==> src/iess_pkg.sv <==
// shared constants, bus carrier and decode helpers for the internal error severity select block
package iess_pkg;

    // register bus geometry
    localparam int          ADDR_W        = 12;
    localparam int          DATA_W        = 32;
    // number of severity-controlled source positions (bit 3 is a hole)
    localparam int          NSRC          = 12;

    // register offsets (byte addresses)
    localparam logic [11:0] SEV_OFS       = 12'h48C;
    localparam logic [11:0] IRQ_STAT_OFS  = 12'h4A0;
    localparam logic [11:0] IRQ_CLR_OFS   = 12'h4A4;
    localparam logic [11:0] IRQ_EN_OFS    = 12'h4A8;

    // severity field positions
    localparam int          SEV_IN_POST   = 0;
    localparam int          SEV_IN_NPOST  = 1;
    localparam int          SEV_IN_CPL    = 2;
    localparam int          SEV_RSVD      = 3;
    localparam int          SEV_EG_POST   = 4;
    localparam int          SEV_EG_NPOST  = 5;
    localparam int          SEV_EG_CPL    = 6;
    localparam int          SEV_IN_DAT_SB = 7;
    localparam int          SEV_IN_DAT_DB = 8;
    localparam int          SEV_IN_CTL_SB = 9;
    localparam int          SEV_IN_CTL_DB = 10;
    localparam int          SEV_EG_DAT_SB = 11;

    // severity value after power-on reset: bits 0, 4, 8, 10 uncorrectable
    localparam logic [11:0] SEV_RST       = 12'h511;
    // writable severity bits; reserved bit 3 is excluded
    localparam logic [11:0] SEV_WMASK     = 12'hFF7;

    // interrupt status layout
    localparam int          IRQ_W         = 2;
    localparam int          IRQ_UNCOR_BIT = 0;
    localparam int          IRQ_COR_BIT   = 1;
    localparam logic [1:0]  IRQ_RST       = 2'h0;

    // one register bus request
    typedef struct packed {
        logic [11:0] addr;
        logic [31:0] wdata;
        logic        wr;
        logic        rd;
    } iess_req_s;

    // per-source classification result
    typedef struct packed {
        logic [11:0] uncor;
        logic [11:0] cor;
    } iess_rpt_s;

    // address match for one register
    function automatic logic iess_hit(input logic [11:0] addr, input logic [11:0] ofs);
        iess_hit = (addr == ofs);
    endfunction : iess_hit

    // zero-extend a narrow register onto the data bus
    function automatic logic [31:0] iess_zext(input logic [11:0] v);
        iess_zext = {20'h00000, v};
    endfunction : iess_zext

endpackage : iess_pkg

==> src/iess_classify.sv <==
// per-source split of logged, unmasked internal errors into uncorrectable and correctable
`timescale 1ns/1ps
`default_nettype none

module iess_classify
    import iess_pkg::*;
#(
    parameter int N = NSRC
) (
    input  wire logic [N-1:0] err_status,
    input  wire logic [N-1:0] err_mask,
    input  wire logic [N-1:0] sev,
    output iess_rpt_s         rpt
);

    logic [N-1:0] live;

    // a masked source never reports, its status bit is left untouched outside
    assign live      = err_status & ~err_mask;
    assign rpt.uncor = live & sev;
    assign rpt.cor   = live & ~sev;

endmodule : iess_classify

`default_nettype wire

==> src/iess_top.sv <==
// severity select register, error classification and interrupt logic for internal error sources
//
// Chosen here: the strobed register port.
`timescale 1ns/1ps
`default_nettype none

// How it works
// - severity one reports unmasked error uncorrectable
// - severity zero reports unmasked error correctable
// - masked errors produce no report at all
// - ingress timeouts bits 0-2, reset 1,0,0
// - egress timeouts bits 4-6, reset 1,0,0
// - ingress data bits 7,8 reset 0,1
// - ingress control bits 9,10 reset 0,1
// - egress data single-bit bit 11 resets 0
// - mask blocks report, status bit unchanged
module iess_top
    import iess_pkg::*;
(
    input  wire logic        clk,
    input  wire logic        rstn,
    input  wire logic        por_rstn,
    input  wire iess_req_s   bus_req,
    output logic [31:0]      rdata,
    input  wire logic [11:0] err_status,
    input  wire logic [11:0] err_mask,
    output logic [11:0]      uncor_src,
    output logic [11:0]      cor_src,
    output logic             uncor_err,
    output logic             cor_err,
    output logic             irq
);

    logic [11:0]      sev_ff;
    logic [11:0]      uncor_src_ff;
    logic [11:0]      cor_src_ff;
    logic             uncor_err_ff;
    logic             cor_err_ff;
    logic [IRQ_W-1:0] irq_stat_ff;
    logic [IRQ_W-1:0] irq_en_ff;
    logic             irq_ff;
    logic [31:0]      rdata_ff;
    iess_rpt_s        rpt;
    logic             nxt_uncor_err;
    logic             nxt_cor_err;
    logic [IRQ_W-1:0] irq_evt;
    logic [IRQ_W-1:0] irq_clr;
    logic [IRQ_W-1:0] nxt_irq_stat;
    logic [IRQ_W-1:0] nxt_irq_en;
    logic             sev_wr;

    // split every logged, unmasked source by its severity bit
    iess_classify #(
        .N          (NSRC)
    ) u_classify (
        .err_status (err_status),
        .err_mask   (err_mask),
        .sev        (sev_ff),
        .rpt        (rpt)
    );

    assign sev_wr = bus_req.wr && iess_hit(bus_req.addr, SEV_OFS);

    // severity bits only see the power-on reset so a warm reset keeps the programming
    always_ff @(posedge clk) begin
        if (!por_rstn) begin
            sev_ff <= SEV_RST;
        end else if (sev_wr) begin
            sev_ff <= bus_req.wdata[11:0] & SEV_WMASK;
        end
    end

    assign nxt_uncor_err = |rpt.uncor;
    assign nxt_cor_err   = |rpt.cor;

    // registered reports toward the error reporting logic, one cycle behind the inputs
    always_ff @(posedge clk) begin
        if (!rstn) begin
            uncor_src_ff <= 12'h000;
            cor_src_ff   <= 12'h000;
            uncor_err_ff <= 1'b0;
            cor_err_ff   <= 1'b0;
        end else begin
            uncor_src_ff <= rpt.uncor;
            cor_src_ff   <= rpt.cor;
            uncor_err_ff <= nxt_uncor_err;
            cor_err_ff   <= nxt_cor_err;
        end
    end

    // a new report is the rising edge of a summary level; a held error does not re-interrupt
    assign irq_evt[IRQ_UNCOR_BIT] = nxt_uncor_err && !uncor_err_ff;
    assign irq_evt[IRQ_COR_BIT]   = nxt_cor_err && !cor_err_ff;
    assign irq_clr = (bus_req.wr && iess_hit(bus_req.addr, IRQ_CLR_OFS)) ? bus_req.wdata[IRQ_W-1:0] : IRQ_RST;
    // set beats clear so an event in the clearing cycle survives
    assign nxt_irq_stat = (irq_stat_ff & ~irq_clr) | irq_evt;
    // the line must follow a new enable at once, so it is built from the next enable value
    assign nxt_irq_en = (bus_req.wr && iess_hit(bus_req.addr, IRQ_EN_OFS)) ? bus_req.wdata[IRQ_W-1:0] : irq_en_ff;

    // sticky interrupt status and enable
    always_ff @(posedge clk) begin
        if (!rstn) begin
            irq_stat_ff <= IRQ_RST;
            irq_en_ff   <= IRQ_RST;
            irq_ff      <= 1'b0;
        end else begin
            irq_stat_ff <= nxt_irq_stat;
            irq_en_ff   <= nxt_irq_en;
            irq_ff      <= |(nxt_irq_stat & nxt_irq_en);
        end
    end

    // read data stands only in the cycle after the strobe; unmapped offsets read zero
    always_ff @(posedge clk) begin
        if (!rstn) begin
            rdata_ff <= 32'h00000000;
        end else if (bus_req.rd) begin
            if (iess_hit(bus_req.addr, SEV_OFS)) begin
                rdata_ff <= iess_zext(sev_ff & SEV_WMASK);
            end else if (iess_hit(bus_req.addr, IRQ_STAT_OFS)) begin
                rdata_ff <= {30'h0, irq_stat_ff};
            end else if (iess_hit(bus_req.addr, IRQ_EN_OFS)) begin
                rdata_ff <= {30'h0, irq_en_ff};
            end else begin
                rdata_ff <= 32'h00000000;                        // clear register is write-only
            end
        end else begin
            rdata_ff <= 32'h00000000;
        end
    end

    assign rdata     = rdata_ff;
    assign uncor_src = uncor_src_ff;
    assign cor_src   = cor_src_ff;
    assign uncor_err = uncor_err_ff;
    assign cor_err   = cor_err_ff;
    assign irq       = irq_ff;

    // unmasked error with severity one shows as uncorrectable next cycle
    property p_uncor_report;
        @(posedge clk) disable iff (!rstn || !por_rstn)
        (|(err_status & ~err_mask & sev_ff)) |=> uncor_err;
    endproperty
    a_uncor_report: assert property (p_uncor_report) else $error("unmasked severe error not uncorrectable");

    // unmasked error with severity zero shows as correctable next cycle
    property p_cor_report;
        @(posedge clk) disable iff (!rstn || !por_rstn)
        (|(err_status & ~err_mask & ~sev_ff)) |=> cor_err;
    endproperty
    a_cor_report: assert property (p_cor_report) else $error("unmasked mild error not correctable");

    // nothing unmasked means no report of either kind
    property p_masked_silent;
        @(posedge clk) disable iff (!rstn)
        ((err_status & ~err_mask) == 12'h000) |=> (!uncor_err && !cor_err && uncor_src == 12'h000);
    endproperty
    a_masked_silent: assert property (p_masked_silent) else $error("report without unmasked error");

    // ingress timeout severities after power-on reset
    property p_rst_ingress_to;
        @(posedge clk) disable iff (!por_rstn)
        $rose(por_rstn) |-> (sev_ff[SEV_IN_CPL:SEV_IN_POST] == 3'h1);
    endproperty
    a_rst_ingress_to: assert property (p_rst_ingress_to) else $error("ingress timeout severity reset wrong");

    // egress timeout severities after power-on reset
    property p_rst_egress_to;
        @(posedge clk) disable iff (!por_rstn)
        $rose(por_rstn) |-> (sev_ff[SEV_EG_CPL:SEV_EG_POST] == 3'h1);
    endproperty
    a_rst_egress_to: assert property (p_rst_egress_to) else $error("egress timeout severity reset wrong");

    // ingress data severities after power-on reset
    property p_rst_in_data;
        @(posedge clk) disable iff (!por_rstn)
        $rose(por_rstn) |-> (sev_ff[SEV_IN_DAT_DB:SEV_IN_DAT_SB] == 2'h2);
    endproperty
    a_rst_in_data: assert property (p_rst_in_data) else $error("ingress data severity reset wrong");

    // ingress control severities after power-on reset
    property p_rst_in_ctl;
        @(posedge clk) disable iff (!por_rstn)
        $rose(por_rstn) |-> (sev_ff[SEV_IN_CTL_DB:SEV_IN_CTL_SB] == 2'h2);
    endproperty
    a_rst_in_ctl: assert property (p_rst_in_ctl) else $error("ingress control severity reset wrong");

    // egress data single-bit severity resets to zero and stays zero while two cycles pass without a write
    property p_eg_dat_sb;
        @(posedge clk) disable iff (!por_rstn)
        $rose(por_rstn) ##0 !sev_wr [*2] |-> !sev_ff[SEV_EG_DAT_SB];
    endproperty
    a_eg_dat_sb: assert property (p_eg_dat_sb) else $error("egress data severity not zero after reset");

    // a masked source never appears in either per-source report
    property p_mask_blocks;
        @(posedge clk) disable iff (!rstn)
        1'b1 |=> (((uncor_src | cor_src) & $past(err_mask)) == 12'h000);
    endproperty
    a_mask_blocks: assert property (p_mask_blocks) else $error("masked source reported");

    // warm reset leaves severity alone, reserved bit stays zero
    property p_sticky;
        @(posedge clk) disable iff (!por_rstn)
        (!rstn && !sev_wr) |=> ($stable(sev_ff) && !sev_ff[SEV_RSVD]);
    endproperty
    a_sticky: assert property (p_sticky) else $error("severity lost on warm reset");

    // interrupt level follows enabled sticky status
    property p_irq_level;
        @(posedge clk) disable iff (!rstn)
        (irq_stat_ff & irq_en_ff) != 2'h0 |-> irq;
    endproperty
    a_irq_level: assert property (p_irq_level) else $error("interrupt low with enabled status");

endmodule : iess_top

`default_nettype wire

==> config.mk <==
export PLATFORM = sky130hd
export DESIGN_NAME = iess_top
export DESIGN_NICKNAME = d
export VERILOG_FILES = /design/src/iess_pkg.sv /design/src/iess_classify.sv /design/src/iess_top.sv
export SDC_FILE = /design/constraint.sdc
export NUM_CORES = 1
export LEC_CHECK = 0
export BUFFER_PORTS_ARGS = -buffer_cell sky130_fd_sc_hd__buf_2
export CAP_MARGIN = 25
export CORE_MARGIN = 10
export CORE_UTILIZATION = 30
export DETAILED_ROUTE_END_ITERATION = 7
export PLACE_DENSITY = 0.72
export SLEW_MARGIN = 20
export SYNTH_ARGS = -nofsm -noshare
export SYNTH_HDL_FRONTEND = slang
export SYNTH_HIERARCHICAL = 1
export SYNTH_SLANG_ARGS = --single-unit
==> constraint.sdc <==
create_clock -name clk -period 1.3 [get_ports clk]
set_input_delay 0.26 -clock clk [delete_from_list [all_inputs] [get_ports clk]]
set_output_delay 0.26 -clock clk [all_outputs]
set_load 0.01 [all_outputs]
==> impl_metrics.yaml <==
synth:
  synth_area_um2: 2215
  synth-seq-cells: 53
  synth_ff_type: "dfxtp_1"
  async_flop_share_pct: 0
  synth_cell_type_count: 26
  avgSynthCellArea_um2: 10.16
  synthCells: 218
  synth_edf_count: 0
  synth_seq_area_share_pct: 47.91
  yosys_warnings: 6
clock_network:
  cts_tree: "built"
  numCtsBuffers: 5
  clkTransAtPathRegs_ns: 0.09
  cts_root_buf: "clkbuf_8"
  cts.sinks: 53
  clock_path_buffers: 2
  cts_htree_levels: 2
  cts-hold-fix-buffers: 0
  worstSkewPairLatency_ns: 0.29
grt:
  grt_pass1_vias: 2052
  grt_overflow: 0
  grt_usage_pct: 10.64
  grt_pass1_wl_um: 9742
  grt_max_degree: 25
  antenna_found_initial: 1
power:
  p_leak_nw: 1.484
  power_switching_share_pct: 23.17
  internal_power_w: 0.002200
  p_switching_w: 0.0006636
  p_comb_share_pct: 11.9
  ir_drop_v: 0.0004084
  clkPwrFrac_pct: 30.1
  seqPwrFrac_pct: 58.1
  p_per_area_nw_per_um2: 929.6
critical_path:
  worstSetupEndpointType: "flop"
  cp-start-kind: "flop"
  crit_chain: "and3b_2 -> nor4_4 -> nand3_2 -> a32oi_2 -> o22ai_1"
  crit_path_max_fanout: 3
  max_stage_delay_ns: 0.35
  cp_slowest_cell: "dfxtp_2"
  worst-path-buf-inv: 0
  crit_family: "simple AND/OR/NAND/NOR gates"
  cp.arrival_ns: 1.67
  crit_required_ns: 1.48
  crit_type: "reg2reg"
layout:
  final_core_util_pct: 42.70
  nNetsFinal: 412
  fillCellCount: 719
  area_delta_synth_final_pct: 39.10
  antennaDiodeCount: 0
  drive_above_1_share_pct: 46.76
sta:
  fin_ws_ns: -0.1906
  fmax_mhz: 670.9
  setup_viol: 5
  report.final.slew_viol_count: 0
  finalCritPeriodShare_pct: 114.7
  final-hold-violation-count: 0
  period_needed_ns: 1.491
  rsz0062_at_grt: "true"
  fin_skew_ns: 0.005295
  fin_setup_tns_ns: -0.4941
place:
  numPortBuffers: 89
  dp_hpwl_um: 5172
  preCtsSetupSlack_ns: -0.4292
  place_congestion: 0.8091
floorplan:
  start_util_pct: 30.70
  io_pins: 132
  fp.dieW_um: 105.9
  die_area_um2: 11220
  coreArea_um2: 7214
  die_h_um: 105.9
  row_count: 31
drt:
  post_drt_wl_per_cell_um: 14.22
  num_vias: 1879
  wl_met2_um: 2908
  dr.pass1.iters: 4
  via_per_inst: 4.280
  highest_layer: "met4"
  wl_met3_um: 703
  antenna_left: 0
  route.detailed.drc: 0
  drt-initial-drc-count: 140
  wirelength_met1_um: 2575
  routed_wl_um: 6244
flow_run:
  drv_cap: 0
outcome:
  violations: "negative setup slack"
  outcome: "complete, but fails checks"
hold_path:
  hold_class: "in2reg"
==> cell families (layout without fill, tap and decap cells) <==
family,count (synthesis),count (layout),synth area share (%)
compound gates,23,23,5.932
mux,4,4,1.921
other cells,1,23,0.1693
buf+inv,32,132,9.491
simple gates,105,105,34.58
flops,53,53,47.91
==> per-stage QoR <==
| step | total power, W | hold slack, ns | area, um^2 | instances |
|---|---|---|---|---|
| after floorplan | 0.001889 | 0.3318 | 2303 | 240 |
| after detailed placement | 0.002012 | 0.4959 | 2903 | 430 |
| after global placement | 0.002005 | 0.4962 | 2903 | 430 |
| final | 0.002864 | 0.1928 | 3080 | 439 |
| after CTS | 0.002885 | 0.1806 | 3070 | 438 |
| after global routing | 0.003003 | 0.1757 | 3080 | 439 |
==> worst register-to-register path: cells and delay by family (launching register included) <==
family             cells  cell delay, ns
AOI/OAI and AO/OA      2            0.29
and+or+nand+nor        3            0.72
DFF                    1            0.35
==> state kept, by name, summed over array words and instances (netlist names) <==
| register | cells |
|---|---|
| sev_ff | 11 |
| uncor_src | 12 |
| irq | 1 |
| cor_src | 12 |
| irq_en_ff | 2 |
| uncor_err | 1 |
| rdata | 11 |
| cor_err | 1 |
| irq_stat_ff | 2 |
==> power groups by stage <==
stage	sequential [W]	clock [W]	combinational, W
after floorplan	0.00171	0	0.000180
after global placement	0.00170	0	0.000306
after detailed placement	0.00170	0	0.000312
after CTS	0.00166	0.000886	0.000335
after global routing	0.00167	0.000961	0.000373
final	0.00166	0.000861	0.000340
==> synth_stat cells, types with 2 or more instances <==
master / instances / share of area, %
nor3b_2: 12 / 6.8
inv_1: 4 / 0.68
mux2_2: 2 / 1.0
nor2_1: 3 / 0.51
nand3_1: 17 / 3.8
a32oi_1: 4 / 1.6
buf_4: 22 / 7.5
nor4_1: 6 / 1.7
and2_1: 36 / 10
dfxtp_1: 53 / 48
and4bb_2: 2 / 1.1
and3b_1: 12 / 4.7
mux2i_1: 2 / 0.90
nor2b_1: 7 / 2.0
a21oi_1: 7 / 1.6
nand4_1: 5 / 1.4
o21ai_0: 11 / 2.5
clkbuf_1: 5 / 0.85
==> path summary, 6_finish.rpt <==
check	startpoint	end	slack, ns	depth (start not counted)
worst min register to register	sev_ff[9]	sev_ff[9]	0.53	2
worst max register to register	sev_ff[5]	irq	-0.19	5
worst max-delay path	sev_ff[5]	irq	-0.19	5
worst min-delay path	por_rstn	sev_ff[4]	0.19	2
==> final cells by class <==
class / instances / area, um^2 / share of cell area [%]
Clock buffer: 8 / 80.08 / 2.600
Inverter: 4 / 15.01 / 0.4874
Multi-Input combinational cell: 155 / 1115 / 36.19
Sequential cell: 53 / 1065 / 34.57
Tap cell: 99 / 123.9 / 4.021
Timing Repair Buffer: 120 / 681.9 / 22.14
==> cell usage in the layout, fill, tap and decap left out, types with 3 or more instances in the layout <==
cell,synthesis,layout
buf_2,0,89
dfxtp_1,53,50
and2_1,36,35
buf_4,22,30
conb_1,1,23
nand3_1,17,15
nor3b_2,12,12
o21ai_0,11,11
and3b_1,12,11
nor2b_1,7,7
a21oi_1,7,7
nand4_1,5,5
nor4_2,0,5
clkbuf_8,0,5
inv_1,4,4
nor2_1,3,3
clkbuf_1,5,3
dfxtp_2,0,3
==> what timing repair did <==
action | in CTS | in global routing
setup buffers | 1 | 1
endpoints found under the setup margin | 5 | 5
gates resized for setup | 17 | 1
pin swaps | 9 | 4
==> routing by layer <==
metal / GRT usage, % / vias to the layer above
li1: - / 952
met1: 11.69 / 833
met2: 17.54 / 90
met3: 5.495 / 4
met4: 3.191 / 0
met5: 0 / -
Note: power is estimated with default switching activity, not from simulation.
